$ cat src/tws_pkg.sv
// constants and types for the two-wire register slave
// Function
// RL1 - slave only, any clock up to 400kHz
// RL2 - data line input, open-drain when sending
// RL3 - data stable while clock high
// RL4 - data change during clock high is condition
// RL5 - detect start and stop conditions
// RL6 - repeated start begins new transaction
// RL7 - acknowledge low across ninth clock pulse
// RL8 - no-acknowledge leaves data line released
// RL9 - master retries after missing acknowledge
// RL10 - eight bits msb first, then acknowledge
// RL11 - high byte at even address, sent first
// RL12 - idle watch for start plus address, ack
// RL13 - fixed address 0110110, bytes 6C/6D
// RL14 - direction bit selects write or read
// RL15 - next byte only after acknowledge
// RL16 - acknowledge bare address probe
// RL17 - write: pointer then data bytes, acked
// RL18 - pointer byte loads start location
// RL19 - read: pointer write, repeated start, read
// RL20 - device drives data during read phase
// RL21 - master nack ends read, line released
// RL22 - stop returns interface to idle
// RL23 - pointer increments after each byte
// RL24 - discard writes past address 4Fh
// RL25 - commit only complete two-byte registers
// RL26 - reads past FFh return FFh
// RL27 - synchronise and filter clock and data
`default_nettype none
package tws_pkg;
   localparam logic [6:0] DEV_ADDR      = 7'h36;
   localparam logic [7:0] LAST_WR_ADDR  = 8'h4F;
   localparam logic [7:0] LAST_ADDR     = 8'hFF;
   localparam logic [7:0] PAST_END_BYTE = 8'hFF;
   localparam logic [7:0] PTR_RESET     = 8'h00;
   localparam logic [3:0] BIT_ACK       = 4'h8;
   localparam int         SYNC_STAGES   = 2;
   localparam int         FILTER_LEN    = 3;
   typedef enum logic [2:0] {
      TWS_IDLE, TWS_ADDR, TWS_ACK, TWS_RX, TWS_TX, TWS_MACK, TWS_WAIT
   } tws_state_t;
endpackage
`default_nettype wire

$ cat src/tws_line_filter.sv
// two-flop synchroniser plus glitch filter for one line that changes only when all samples agree
`default_nettype none
module tws_line_filter #(
   parameter int LEN = tws_pkg::FILTER_LEN
) (
   input  wire logic sys_clk,
   input  wire logic nrst,
   input  wire logic line_in,
   output var  logic line_out
);
   logic           meta_reg;
   logic           sync_reg;
   logic [LEN-2:0] hist_reg;
   logic [LEN-2:0] hist_next;
   logic [LEN-1:0] win;
   logic           out_reg;
   logic           out_next;

   // newest sample counts, so an answer still fits in a short clock low phase
   always_comb begin
      win       = {hist_reg, sync_reg};
      hist_next = win[LEN-2:0];
      out_next  = out_reg;
      if (&win) begin // see RL27
         out_next = 1'b1;
      end else if (~|win) begin
         out_next = 1'b0;
      end
      line_out  = out_next;
   end

   always_ff @(posedge sys_clk or negedge nrst) begin
      if (!nrst) begin
         meta_reg <= 1'b1;
         sync_reg <= 1'b1;
         hist_reg <= '1;
         out_reg  <= 1'b1;
      end else begin
         meta_reg <= line_in;
         sync_reg <= meta_reg;
         hist_reg <= hist_next;
         out_reg  <= out_next;
      end
   end
endmodule
`default_nettype wire

$ cat src/tws_slave.sv
// two-wire slave giving a master access to an 8-bit-addressed register space
`default_nettype none
module tws_slave (
   input  wire logic       sys_clk,
   input  wire logic       nrst,
   input  wire logic       scl_i,
   input  wire logic       sda_i,
   output var  logic       sda_o,
   output var  logic       sda_oe_n,
   output var  logic [7:0] reg_addr,
   output var  logic [7:0] reg_rd_addr,
   input  wire logic [7:0] reg_rd_data,
   output var  logic [7:0] reg_wr_addr,
   output var  logic [15:0] reg_wr_data,
   output var  logic       reg_wr_en,
   output var  logic       bus_busy
);
   ////////////////////////////////////////////////////////////////////////////
   // line conditioning and event detection
   logic scl_f;
   logic sda_f;
   logic scl_d_reg;
   logic sda_d_reg;

   tws_line_filter u_scl_filter (
      .sys_clk  (sys_clk),
      .nrst     (nrst),
      .line_in  (scl_i),
      .line_out (scl_f)
   );
   tws_line_filter u_sda_filter (
      .sys_clk  (sys_clk),
      .nrst     (nrst),
      .line_in  (sda_i),
      .line_out (sda_f)
   );

   always_ff @(posedge sys_clk or negedge nrst) begin
      if (!nrst) begin
         scl_d_reg <= 1'b1;
         sda_d_reg <= 1'b1;
      end else begin
         scl_d_reg <= scl_f;
         sda_d_reg <= sda_f;
      end
   end

   logic scl_rise;
   logic scl_fall;
   logic start_det;
   logic stop_det;
   assign scl_rise  = scl_f & ~scl_d_reg; // see RL1
   assign scl_fall  = ~scl_f & scl_d_reg;
   // data edges while clock high are conditions, not data
   assign start_det = scl_f & scl_d_reg & sda_d_reg & ~sda_f; // see RL4, RL5
   assign stop_det  = scl_f & scl_d_reg & ~sda_d_reg & sda_f; // see RL4, RL5

   ////////////////////////////////////////////////////////////////////////////
   // protocol engine
   tws_pkg::tws_state_t state_reg;
   tws_pkg::tws_state_t state_next;
   logic [3:0]  bit_reg;
   logic [3:0]  bit_next;
   logic [7:0]  shift_reg;
   logic [7:0]  shift_next;
   logic [7:0]  ptr_reg;
   logic [7:0]  ptr_next;
   logic        ptr_ld_reg;
   logic        ptr_ld_next;
   logic        rd_reg;
   logic        rd_next;
   logic [7:0]  hi_reg;
   logic [7:0]  hi_next;
   logic        hi_ok_reg;
   logic        hi_ok_next;
   logic        ovf_reg;
   logic        ovf_next;
   logic        drv_reg;
   logic        drv_next;
   logic        dbit_reg;
   logic        dbit_next;
   logic        busy_next;
   logic        wr_en_next;
   logic [7:0]  wr_addr_next;
   logic [15:0] wr_data_next;

   function automatic logic [7:0] ptr_inc(input logic [7:0] p, input logic ovf);
      ptr_inc = ovf ? p : p + 8'h01;
   endfunction

   function automatic logic ptr_wraps(input logic [7:0] p, input logic ovf);
      ptr_wraps = ovf | (p == tws_pkg::LAST_ADDR);
   endfunction

   logic [7:0] tx_byte;
   assign tx_byte = ovf_reg ? tws_pkg::PAST_END_BYTE : reg_rd_data; // see RL26

   always_comb begin
      state_next   = state_reg;
      bit_next     = bit_reg;
      shift_next   = shift_reg;
      ptr_next     = ptr_reg;
      ptr_ld_next  = ptr_ld_reg;
      rd_next      = rd_reg;
      hi_next      = hi_reg;
      hi_ok_next   = hi_ok_reg;
      ovf_next     = ovf_reg;
      drv_next     = drv_reg;
      dbit_next    = dbit_reg;
      busy_next    = bus_busy;
      wr_en_next   = 1'b0;
      wr_addr_next = reg_wr_addr;
      wr_data_next = reg_wr_data;
      if (stop_det) begin
         state_next = tws_pkg::TWS_IDLE; // see RL22
         busy_next  = 1'b0;
         drv_next   = 1'b0;
      end else if (start_det) begin
         state_next  = tws_pkg::TWS_ADDR; // see RL6, RL12
         busy_next   = 1'b1;
         bit_next    = 4'h0;
         drv_next    = 1'b0;
         ptr_ld_next = 1'b0; // see RL19
         hi_ok_next  = 1'b0;
      end else begin
         unique case (state_reg)
            tws_pkg::TWS_IDLE, tws_pkg::TWS_WAIT: begin
               if (scl_fall) begin
                  drv_next = 1'b0; // see RL21
               end
            end
            tws_pkg::TWS_ADDR, tws_pkg::TWS_RX: begin
               if (scl_rise) begin
                  shift_next = {shift_reg[6:0], sda_f}; // see RL3, RL10
                  bit_next   = bit_reg + 4'h1;
               end
               if (scl_fall && bit_reg == tws_pkg::BIT_ACK) begin
                  bit_next = 4'h0;
                  if (state_reg == tws_pkg::TWS_ADDR) begin
                     if (shift_reg[7:1] == tws_pkg::DEV_ADDR) begin // see RL13
                        rd_next    = shift_reg[0]; // see RL14
                        drv_next   = 1'b1; // see RL12, RL16
                        dbit_next  = 1'b0;
                        state_next = tws_pkg::TWS_ACK;
                     end else begin
                        state_next = tws_pkg::TWS_WAIT;
                     end
                  end else begin
                     drv_next   = 1'b1; // see RL7, RL17
                     dbit_next  = 1'b0;
                     state_next = tws_pkg::TWS_ACK;
                     if (!ptr_ld_reg) begin
                        ptr_next    = shift_reg; // see RL18
                        ptr_ld_next = 1'b1;
                        ovf_next    = 1'b0;
                        hi_ok_next  = 1'b0;
                     end else begin
                        if (!ptr_reg[0]) begin
                           hi_next    = shift_reg; // see RL11
                           hi_ok_next = 1'b1;
                        end else begin
                           // see RL24, RL25
                           if (hi_ok_reg && !ovf_reg && ptr_reg <= tws_pkg::LAST_WR_ADDR) begin
                              wr_en_next   = 1'b1;
                              wr_addr_next = {ptr_reg[7:1], 1'b0};
                              wr_data_next = {hi_reg, shift_reg};
                           end
                           hi_ok_next = 1'b0;
                        end
                        ovf_next = ptr_wraps(ptr_reg, ovf_reg);
                        ptr_next = ptr_inc(ptr_reg, ovf_reg); // see RL23
                     end
                  end
               end
            end
            tws_pkg::TWS_ACK, tws_pkg::TWS_MACK: begin
               // own ack held to the ninth fall; master ack loads the next byte there
               if (state_reg == tws_pkg::TWS_MACK && scl_rise && sda_f) begin
                  state_next = tws_pkg::TWS_WAIT; // see RL15, RL21
               end else if (scl_fall) begin
                  bit_next = 4'h0;
                  if (rd_reg) begin
                     state_next = tws_pkg::TWS_TX; // see RL20
                     shift_next = {tx_byte[6:0], 1'b0};
                     drv_next   = ~tx_byte[7];
                     dbit_next  = 1'b0;
                  end else begin
                     state_next = tws_pkg::TWS_RX;
                     drv_next   = 1'b0; // see RL2
                  end
               end
            end
            tws_pkg::TWS_TX: begin
               if (scl_fall) begin
                  bit_next = bit_reg + 4'h1;
                  if (bit_reg == 4'h7) begin
                     drv_next   = 1'b0; // see RL8
                     state_next = tws_pkg::TWS_MACK;
                     ovf_next   = ptr_wraps(ptr_reg, ovf_reg);
                     ptr_next   = ptr_inc(ptr_reg, ovf_reg); // see RL23
                  end else begin
                     drv_next   = ~shift_reg[7]; // see RL2, RL3
                     shift_next = {shift_reg[6:0], 1'b0};
                  end
               end
            end
            default: begin
               state_next = tws_pkg::TWS_IDLE;
            end
         endcase
      end
   end

   always_ff @(posedge sys_clk or negedge nrst) begin
      if (!nrst) begin
         state_reg   <= tws_pkg::TWS_IDLE;
         bit_reg     <= 4'h0;
         shift_reg   <= 8'h00;
         ptr_reg     <= tws_pkg::PTR_RESET;
         ptr_ld_reg  <= 1'b0;
         rd_reg      <= 1'b0;
         hi_reg      <= 8'h00;
         hi_ok_reg   <= 1'b0;
         ovf_reg     <= 1'b0;
         drv_reg     <= 1'b0;
         dbit_reg    <= 1'b0;
         bus_busy    <= 1'b0;
         reg_wr_en   <= 1'b0;
         reg_wr_addr <= 8'h00;
         reg_wr_data <= 16'h0000;
      end else begin
         state_reg   <= state_next;
         bit_reg     <= bit_next;
         shift_reg   <= shift_next;
         ptr_reg     <= ptr_next;
         ptr_ld_reg  <= ptr_ld_next;
         rd_reg      <= rd_next;
         hi_reg      <= hi_next;
         hi_ok_reg   <= hi_ok_next;
         ovf_reg     <= ovf_next;
         drv_reg     <= drv_next;
         dbit_reg    <= dbit_next;
         bus_busy    <= busy_next;
         reg_wr_en   <= wr_en_next;
         reg_wr_addr <= wr_addr_next;
         reg_wr_data <= wr_data_next;
      end
   end

   // open drain: only ever pull low, enable active low
   always_comb begin
      sda_o       = dbit_reg;
      sda_oe_n    = ~drv_reg; // see RL2
      reg_addr    = ptr_reg;
      reg_rd_addr = ptr_reg;
   end

   ////////////////////////////////////////////////////////////////////////////
   // assertions
   a_open_drain_low: assert property (@(posedge sys_clk) disable iff (!nrst) // see RL2
      !sda_oe_n |-> !sda_o) else $error("driven data line not low");
   a_stop_to_idle: assert property (@(posedge sys_clk) disable iff (!nrst) // see RL22
      stop_det |=> state_reg == tws_pkg::TWS_IDLE && !bus_busy)
      else $error("stop did not idle");
   a_start_to_addr: assert property (@(posedge sys_clk) disable iff (!nrst) // see RL5
      start_det && !stop_det |=> state_reg == tws_pkg::TWS_ADDR && bus_busy && sda_oe_n)
      else $error("start not taken");
   a_addr_match_ack: assert property (@(posedge sys_clk) disable iff (!nrst) // see RL12
      state_reg == tws_pkg::TWS_ADDR && scl_fall && bit_reg == tws_pkg::BIT_ACK
      && !start_det && !stop_det && shift_reg[7:1] == 7'h36 |=> !sda_oe_n)
      else $error("address not acked");
   a_addr_miss: assert property (@(posedge sys_clk) disable iff (!nrst) // see RL13
      state_reg == tws_pkg::TWS_ADDR && scl_fall && bit_reg == tws_pkg::BIT_ACK
      && !start_det && !stop_det && shift_reg[7:1] != 7'h36
      |=> state_reg == tws_pkg::TWS_WAIT && sda_oe_n)
      else $error("foreign address acked");
   a_ack_held: assert property (@(posedge sys_clk) disable iff (!nrst) // see RL7
      state_reg == tws_pkg::TWS_ACK && scl_f && !stop_det && !start_det |=> !sda_oe_n)
      else $error("ack released while clock high");
   a_stable_high: assert property (@(posedge sys_clk) disable iff (!nrst) // see RL3
      scl_f && scl_d_reg && !start_det && !stop_det |=> $stable(sda_oe_n) || !scl_d_reg)
      else $error("data changed while clock high");
   a_write_limit: assert property (@(posedge sys_clk) disable iff (!nrst) // see RL24
      reg_wr_en |-> reg_wr_addr <= 8'h4E && !reg_wr_addr[0])
      else $error("write beyond limit or odd");
   a_write_pulse: assert property (@(posedge sys_clk) disable iff (!nrst) // see RL25
      reg_wr_en |=> !reg_wr_en) else $error("write longer than one cycle");
   a_mack_release: assert property (@(posedge sys_clk) disable iff (!nrst) // see RL21
      state_reg == tws_pkg::TWS_MACK |-> sda_oe_n)
      else $error("line driven in master ack slot");
   a_nack_release: assert property (@(posedge sys_clk) disable iff (!nrst) // see RL21
      state_reg == tws_pkg::TWS_MACK && scl_rise && sda_f && !start_det && !stop_det
      |=> state_reg == tws_pkg::TWS_WAIT && sda_oe_n)
      else $error("master nack did not end read");
   a_ptr_load: assert property (@(posedge sys_clk) disable iff (!nrst) // see RL18
      state_reg == tws_pkg::TWS_RX && scl_fall && bit_reg == tws_pkg::BIT_ACK && !ptr_ld_reg
      && !start_det && !stop_det |=> reg_addr == $past(shift_reg))
      else $error("pointer byte not loaded");

   c_write: cover property (@(posedge sys_clk) disable iff (!nrst) reg_wr_en);
   c_ack_write: cover property (@(posedge sys_clk) disable iff (!nrst)
      state_reg == tws_pkg::TWS_ACK && !rd_reg);
   c_read: cover property (@(posedge sys_clk) disable iff (!nrst)
      state_reg == tws_pkg::TWS_TX);
   c_restart: cover property (@(posedge sys_clk) disable iff (!nrst) bus_busy && start_det);
   c_nack_end: cover property (@(posedge sys_clk) disable iff (!nrst)
      state_reg == tws_pkg::TWS_MACK && scl_rise && sda_f);
endmodule
`default_nettype wire

$ cat config.mk
export PLATFORM = sky130hd
export DESIGN_NAME = tws_slave
export DESIGN_NICKNAME = d
export VERILOG_FILES = /design/src/tws_pkg.sv /design/src/tws_line_filter.sv /design/src/tws_slave.sv
export SDC_FILE = /design/constraint.sdc
export NUM_CORES = 1
export LEC_CHECK = 0
export ABC_AREA = 1
export BUFFER_PORTS_ARGS = -buffer_cell sky130_fd_sc_hd__buf_2
export CAP_MARGIN = 40
export CORE_ASPECT_RATIO = 0.7
export CORE_UTILIZATION = 34
export DETAILED_ROUTE_END_ITERATION = 16
export GPL_TIMING_DRIVEN = 0
export HOLD_SLACK_MARGIN = 0.05
export SETUP_SLACK_MARGIN = 0.15
export SLEW_MARGIN = 10
export SYNTH_ARGS = -nofsm -noshare
export SYNTH_HDL_FRONTEND = slang
export SYNTH_SLANG_ARGS = --single-unit
$ cat constraint.sdc
create_clock -name sys_clk -period 4.48 [get_ports sys_clk]
set_input_delay 1.12 -clock sys_clk [delete_from_list [all_inputs] [get_ports sys_clk]]
set_output_delay 1.12 -clock sys_clk [all_outputs]
set_load 0.05 [all_outputs]
# Yosys cells after proc, flatten, opt, wreduce, memory -nomap -nowiden
# Cells that the tools add are included.
[totals]
elab_cells = 193
regBits = 72
output_inout_bits = 44
mem_bits_rw = 0
latch_bits = 0
n_memories = 0
rom_bits = 0
in_bits = 12
[op_classes]
n_eq_ne = 34
bitwise = 19
div_mod_pow = 0
mul = 0
mux = 82
reduce_logical = 32
shift = 0
n_lt_le_gt_ge = 1
n_addsub = 2
[ops]
columns = ["operator", "n"]
rows = [
  ["8-bit 2-to-1 mux", 13],
  ["1-bit 2-to-1 mux", 46],
  ["3-bit 2-to-1 mux", 10],
  ["4-bit != test (second input constant)", 7],
  ["4-bit 2-to-1 mux", 6],
  ["8-bit case mux with 3 select lines", 1],
  ["7-bit AND reduction", 3],
  ["2-bit != test (second input constant)", 10],
  ["8-bit case mux with 2 select lines", 1],
  ["8-bit AND reduction", 2],
  ["3-bit != test (second input constant)", 5],
  ["3-bit case mux with 4 select lines", 1],
  ["4-bit case mux with 3 select lines", 1],
  ["6-bit AND reduction", 2],
  ["1-bit NOT", 11],
  ["5-bit != test (second input constant)", 2],
  ["2-bit nonzero test", 5],
  ["3-bit == test (second input constant)", 3],
  ["9-bit AND reduction", 1],
  ["8-bit by 1-bit adder with 8-bit output (second input constant)", 1],
  ["8-bit == test (second input constant)", 1],
  ["8-bit by 7-bit less-or-equal comparator with 1-bit output (second input constant)", 1],
  ["1-bit bitwise AND", 7],
  ["7-bit by 6-bit == test with 1-bit output (second input constant)", 1],
  ["other kinds (19)", 29],
]

# Longest topological paths before layout
# Gate-level depths: netlist (run 1).
[logic_depth]
ltp_word = 11
depth_mapped = 11

# Hierarchy
# A second synthesis (run 1) with hierarchy kept.
[hier_totals]
hier_cells = 500
area_unflattened_um2 = 3794.9
[by_module_without_submodules]
columns = ["mod", "area_each_um2", "seq_area_each_um2", "instances", "cells_per_inst"]
rows = [
  ["tws_slave", 3484.6, 1579.0, 1, 478],
  ["tws_line_filter", 155.1, 131.4, 2, 11],
]

# Worst setup path before layout (run 1)
# OpenSTA, ideal clock, no wires.
[synth_timing]
path_type = "flip-flop to output port"
startpoint = "reg ptr_reg[0], in the netlist reg_addr[0]"
endpoint = "out reg_rd_addr[0]"
t_required_ns = 3.360
path_buffers = 1
path_stages_with_launch = 2
path_slack_ns = 2.363
arrival_ns = 0.997
cell_sequence = "dfrtp_1 > buf_4"
[synth_rtl]
columns = ["item", "line_no", "text"]
rows = [
  ["from (decl)", "tws_slave.sv:66", "logic [7:0] ptr_reg;"],
  ["from (signal assigned)", "tws_slave.sv:219", "ptr_reg <= tws_pkg::PTR_RESET;"],
  ["from (signal assigned)", "tws_slave.sv:235", "ptr_reg <= ptr_next;"],
  ["to (decl)", "tws_slave.sv:11", "output var logic [7:0] reg_rd_addr,"],
]
# No word-level cell between the ends.

# Final worst setup path (run 1)
[layout_timing]
startpoint = "reg ptr_reg[7], in the netlist reg_addr[7]"
endpoint = "out reg_rd_addr[7]"
# No word-level cell between the ends.

==> summary.md, run 1 <==
| Metric | Value |
|---|---|
| Iter 0 DRT Violations | `311` |
| Cells after DPL | `682` |
| Clk slew on worst S/H paths | `0.05 ns` |
| IO buf count | `53` |
| Die span in x | `128 µm` |
| Worst-Margin Slew | `0.492 ns` |
| Syn Inst Count | `479` |
| Worst-Skew Late Latency | `0.33 ns` |
| Via count | `3375` |
| First-pass GRT wire length | `15600 µm` |
| Synth Cell Area | `0.00380 mm²` |
| Core Area | `0.0106 mm²` |
| Deepest clock path buffer count | `2` |
| CTS Buf Count | `9` |
| RePlAce Congestion | `0.933` |
| # IOs | `56` |
| Lkg Pwr | `2.37 nW` |
| Flop2flop setup slack | `2.61 ns` |
| Slew HR | `66.9%` |
| Hold Path Class | `flip-flop to flip-flop` |
| RSZ-0062 raised after global routing | `no` |
| Initial Utilization | `35.9%` |
| DRT Wirelength | `9520 µm` |
| Reg2reg path depth | `10` |
| H-tree levels | `3` |
| Die Ht | `90.5 µm` |
| Hold_buf cts | `0` |
| Achievable Freq | `418 MHz` |
| Die area | `0.0116 mm²` |
| Status | `finished clean` |
| Netlist cell types | `35` |
| Skew final | `0.00675 ns` |
| Post-Syn Area per Cell | `7.94 µm²` |
| DRT Pass-1 Iters | `4` |
| Critical path required time | `3.36 ns` |
| MaxCap Viol Count | `0` |
| Final Max Slew Viols | `0` |
| Fraction of layout cells with a size suffix above 1 | `25.3%` |
| Worst path arrival time | `1.27 ns` |
| Initial antenna violation count | `0` |
| Avg WL per Cell | `13.6 µm` |
| Yosys warnings | `0` |
| Max FO, Critical Path | `8` |
| Routed Antenna Nets | `0` |
| Crit path kind | `flip-flop to output pin` |
| # diodes | `0` |
| Fin crit share | `53.4%` |
| Setup Viol. Count Final | `0` |
| Vias in the first global route | `3130` |
| Layout Cells excl Fill | `698` |
| CTS resizes | `0` |
| GRT Overall Usage | `17.4%` |
| Number of flip-flops under the largest register name | `16` |
| Seq cells post-synth | `71` |
| Total grt overflow | `0` |
| Register area share after synthesis | `47.1%` |
| Startpoint types | `flip-flop` |
| CP Capture Type | `output pin` |
| FP Rows | `31` |
| Vias per cell | `4.84` |
| Setup repair bufs after CTS | `0` |
| TritonCTS Sinks | `71` |
| VDD IR max | `237 µV` |
| Largest net degree at the start of global routing | `39` |
| DRC violations left | `0` |
| Hold path depth | `0` |
| Hpwl dp | `7230 µm` |
| Most flop-heavy register | `reg_wr_data` |
| Final Hold Viols | `0` |
| Fin util | `43.2%` |
| CTS tree | `done` |
| TNS Setup | `0 ns` |
| Power per cell area | `583 mW/mm²` |
| Period minus WS final | `2.39 ns` |
| CTS Root Cell | `clkbuf_16` |
| P&R area growth vs syn | `20.4%` |
| Fin Hold WS | `0.355 ns` |
| Nets | `560` |
layout make-up:
| cell class | instances | area, µm² |
|---|---|---|
| Buffer | 19 | 146 |
| Inverter | 52 | 195 |
| Sequential cell | 71 | 1790 |
| Tap cell | 148 | 185 |
| Fill cell | 1093 | 6010 |
| Clock buffer | 11 | 243 |
| Multi-Input combinational cell | 338 | 1670 |
| Timing Repair Buffer | 54 | 288 |
| Clock inverter | 5 | 57.6 |
worst max-delay path, cell delays in order (launching register included):
cell and delay, ns:
dfrtp_1 0.53, buf_4 0.17, buf_2 0.25
placed cells by master (no fill, tap or decap), types with 3 or more instances in the layout:
master / n
nor2_4: 5
nand3_1: 31
clkbuf_16: 9
inv_2: 6
o21ai_1: 8
inv_1: 45
dfstp_2: 10
nand3_2: 4
ha_1: 3
nand2_2: 5
nor2_1: 35
o21ai_0: 40
buf_4: 12
buf_2: 55
dfrtp_1: 61
a21oi_1: 11
nor3_1: 3
nor2_2: 5
o21ai_2: 12
buf_6: 4
nand4_1: 7
clkinvlp_4: 3
xor2_1: 3
nand2_1: 150
cell families after synthesis:
family	synth area share [%]
AND/OR/NAND/NOR	30.1
AO/OA/AOI/OAI	12.0
buffers and inverters	8.99
flip-flops	47.1
XOR/XNOR	0.691
adder cells (fa/ha/maj)	0.988
other	0.0987
metrics by stage:
stage               cell area (µm²)  power, mW  setup slack [ns]
detailed placement             4280       1.96              2.44
finish                         4580       2.67              2.09
global placement               4260       1.94              1.86
global route                   4580       2.85              2.05
floorplan                      3800       1.67              2.36
CTS                            4580       2.68              2.07
worst paths after layout:
check / from / endpoint
worst max-delay path: reg_addr[7] / reg_rd_addr[7]
worst min-delay path: u_sda_filter.meta_reg / u_sda_filter.sync_reg
worst max register to register: bit_reg[0] / hi_reg[7]
worst min register to register: u_sda_filter.meta_reg / u_sda_filter.sync_reg
max in group asynchronous: nrst / u_scl_filter.out_reg
min in group asynchronous: nrst / reg_wr_addr[7]
layer usage:
metal	global-route usage (%)	wire, µm	vias up	share of wire (%)
met4	4.80	93	0	0.98
met1	25.3	4840	1605	51
met5	0	0	-	0
met3	4.32	543	12	5.7
met2	25.5	4050	94	43
li1	-	-	1664	-
report_power, final:
| group | internal (mW) | switching (mW) | total, mW | leakage, nW |
|---|---|---|---|---|
| clock | 0.445 | 0.271 | 0.716 | 0.138 |
| combinational | 0.311 | 0.777 | 1.09 | 1.30 |
| sequential | 0.743 | 0.123 | 0.866 | 0.934 |
cells in the mapped netlist:
library cell | number | share of area (%)
nor2_4 | 5 | 1.5
nor4_1 | 1 | 0.16
o211ai_1 | 2 | 0.39
inv_2 | 6 | 0.59
nand2_1 | 150 | 15
o21ai_2 | 12 | 2.8
nand4_2 | 1 | 0.33
dfrtp_1 | 61 | 40
nor3_1 | 3 | 0.39
a21oi_4 | 1 | 0.43
nor2_2 | 5 | 0.82
nand2_2 | 5 | 0.82
buf_4 | 11 | 2.2
nand3_2 | 4 | 1.1
o22ai_1 | 1 | 0.16
nor3_4 | 2 | 0.86
a211oi_1 | 1 | 0.20
ha_1 | 3 | 0.99
clkinv_1 | 1 | 0.099
o21ai_1 | 8 | 1.1
o21ai_0 | 40 | 5.3
buf_6 | 4 | 1.2
conb_1 | 1 | 0.099
xor2_1 | 3 | 0.69
a21oi_1 | 11 | 1.4
clkbuf_1 | 1 | 0.099
nand3_1 | 31 | 4.1
nor2_1 | 35 | 3.5
a31oi_1 | 2 | 0.33
buf_2 | 3 | 0.39
nand3b_1 | 2 | 0.39
nand4_1 | 7 | 1.2
nand2_4 | 1 | 0.30
dfstp_2 | 10 | 6.9
inv_1 | 45 | 4.4
(Power assumes the default switching activity.)
==> run 2: changes to the inputs <==
==> constraint.sdc (replaced) <==
create_clock -name sys_clk -period 2 [get_ports sys_clk]
set_input_delay 0.5 -clock sys_clk [delete_from_list [all_inputs] [get_ports sys_clk]]
set_output_delay 0.5 -clock sys_clk [all_outputs]
set_load 0.05 [all_outputs]
==> run 2 against run 1 <==
Against the previous run:
- routed wire length increased by 0.54%
- clock skew increased by 0.00072 ns
- highest routed layer unchanged
- first-iteration DRC count shrank 10%
- global-route usage hardly changed
- critical path depth did not move
- worst setup slack got worse by 1.9 ns
- via count up 0.86%
- register-to-register slack worse by 2.4 ns
- largest power group unchanged
- die area unchanged
- final area up 1.7%
- sequential power increased by 120%
- critical path type unchanged
- non-clock buffer count increased by 7
==> summary.md, run 2 (synthesis results as in run 1) <==
| Metric | Value |
|---|---|
| Via count | `3404` |
| Multi-input logic area | `0.00170 mm²` |
| # diodes | `0` |
| CTS tree | `done` |
| Period minus WS final | `1.77 ns` |
| Highest metal used | `met4` |
| DP Worst Slack | `0.134 ns` |
| Most common cell after layout, fill and taps aside | `nand2_1` |
| CTS Buf Count | `9` |
| Metal-1 WL | `4860 µm` |
| Power per cell area | `1290 mW/mm²` |
| TritonCTS Sinks | `71` |
| P&R area growth vs syn | `22.5%` |
| Final Max Slew Viols | `0` |
| Largest net degree at the start of global routing | `39` |
| FF+latch area | `0.00179 mm²` |
| Die Ht | `90.5 µm` |
| Skew final | `0.00747 ns` |
| Number of flip-flops under the largest register name | `16` |
| # IOs | `56` |
| DRT Wirelength | `9570 µm` |
| Crit path kind | `flip-flop to output pin` |
| Worst-Skew Late Latency | `0.33 ns` |
| Final Hold Viols | `0` |
| Met2 WL | `4090 µm` |
| Max FO, Critical Path | `8` |
| Clock power share | `26.6%` |
| Fin util | `44.0%` |
| Die span in x | `128 µm` |
| FILL cells | `1085` |
| RSZ-0062 raised after global routing | `yes` |
| Vias per cell | `4.83` |
| Sw Share | `43.9%` |
| Critical path required time | `1.50 ns` |
| Flop2flop setup slack | `0.25 ns` |
| R2r endpoint | `bit_reg[1]` |
| Initial antenna violation count | `0` |
| Cell-internal power | `3.38 mW` |
| Design Area, Final | `0.00466 mm²` |
| Total power | `6.02 mW` |
| Nets | `567` |
| Placed Area | `0.00428 mm²` |
| First-pass GRT wire length | `15600 µm` |
| TNS Setup | `0 ns` |
| Routed Antenna Nets | `0` |
| DRC violations left | `0` |
| Hpwl dp | `7230 µm` |
| Cells after DPL | `682` |
| H-tree levels | `3` |
| Status | `finished clean` |
| Reg2reg path depth | `10` |
| Avg WL per Cell | `13.6 µm` |
| FP Rows | `31` |
| Worst path arrival time | `1.27 ns` |
| Fin crit share | `88.6%` |
| Layout Cells excl Fill | `705` |
| GRT Overall Usage | `17.5%` |
| IO buf count | `53` |
| DRT Pass-1 Iters | `5` |
| Deepest clock path buffer count | `2` |
| Most frequent cells in the layout | `150 x nand2_1, 59 x dfrtp_1, 55 x buf_2` |
| Vias in the first global route | `3135` |
| Initial Utilization | `35.9%` |
| Most flop-heavy register | `reg_wr_data` |
| Met3 wire len | `516 µm` |
| Core Area | `0.0106 mm²` |
| VDD IR max | `538 µV` |
| Fin Hold WS | `0.114 ns` |
| Iter 0 DRT Violations | `279` |
| Clk slew on worst S/H paths | `0.05 ns` |
| CP Capture Type | `output pin` |
| CTS Root Cell | `clkbuf_16` |
| Startpoint types | `flip-flop` |
| MaxCap Viol Count | `0` |
| Sequential Power Share | `32.3%` |
| R2r startpoint | `u_scl_filter.sync_reg` |
| Setup Viol. Count Final | `0` |
| Hold Path Class | `primary input to asynchronous set/reset pin` |
| Die area | `0.0116 mm²` |
| Hold_buf cts | `0` |
| RePlAce Congestion | `0.933` |
| Final WS setup | `0.229 ns` |
| Combinational share of power | `41.1%` |
| Psw | `2.64 mW` |
| Fraction of layout cells with a size suffix above 1 | `27.1%` |
| Total grt overflow | `0` |
| Achievable Freq | `565 MHz` |
| Lkg Pwr | `2.41 nW` |
## run 2: cell types whose count changed in the layout (fill, tap and decap cells not counted), sizes merged
cell  change
buf       +7
## run 2: routing by layer
metal  track usage [%]  up-vias
met5                 0        -
met3              4.32       11
met1              25.2     1620
met2              25.6       96
li1                  -     1677
met4              4.80        0
## run 2: power by group through the flow
stage	sequential (mW)	combinational, mW	clock, mW
2_1_floorplan	2.12	1.63	0
3_3_place_gp	1.96	2.38	0
3_5_place_dp	1.96	2.42	0
4_1_cts	1.94	2.44	1.64
5_1_grt	1.98	2.73	1.70
6_report	1.94	2.47	1.60
## run 2: worst max path at each step
stage	from	endpoint	slack, ns	cells past startpoint
finish	reg_addr[7]	reg_rd_addr[7]	0.23	2
global placement	nrst	state_reg[1]	-0.003	1
global route	u_scl_filter.hist_reg[0]	drv_reg	0.12	9
CTS	bit_reg[0]	reg_wr_data[3]	0.17	11
detailed placement	bit_reg[0]	hi_reg[7]	0.13	10
floorplan	reg_addr[0]	reg_addr[6]	0.33	8
## run 2: worst max-delay path, cell delays in order, from the launching register on
cell and delay, ns:
dfrtp_1 0.53, buf_4 0.17, buf_2 0.25
## run 2: layout make-up
| cell class | count | area share [%] |
|---|---|---|
| Timing Repair Buffer | 61 | 7.31 |
| Clock buffer | 11 | 5.21 |
| Buffer | 19 | 3.14 |
| Sequential cell | 71 | 38.5 |
| Clock inverter | 5 | 1.24 |
| Tap cell | 148 | 3.98 |
| Multi-Input combinational cell | 338 | 36.5 |
| Inverter | 52 | 4.19 |
## run 2: what timing repair did
action                                  CTS  global route
resized for setup                         2             5
pin swaps                                 0             2
buffers inserted                          0             7
hold endpoints to repair                  0             0
endpoints found under the setup margin    2            40
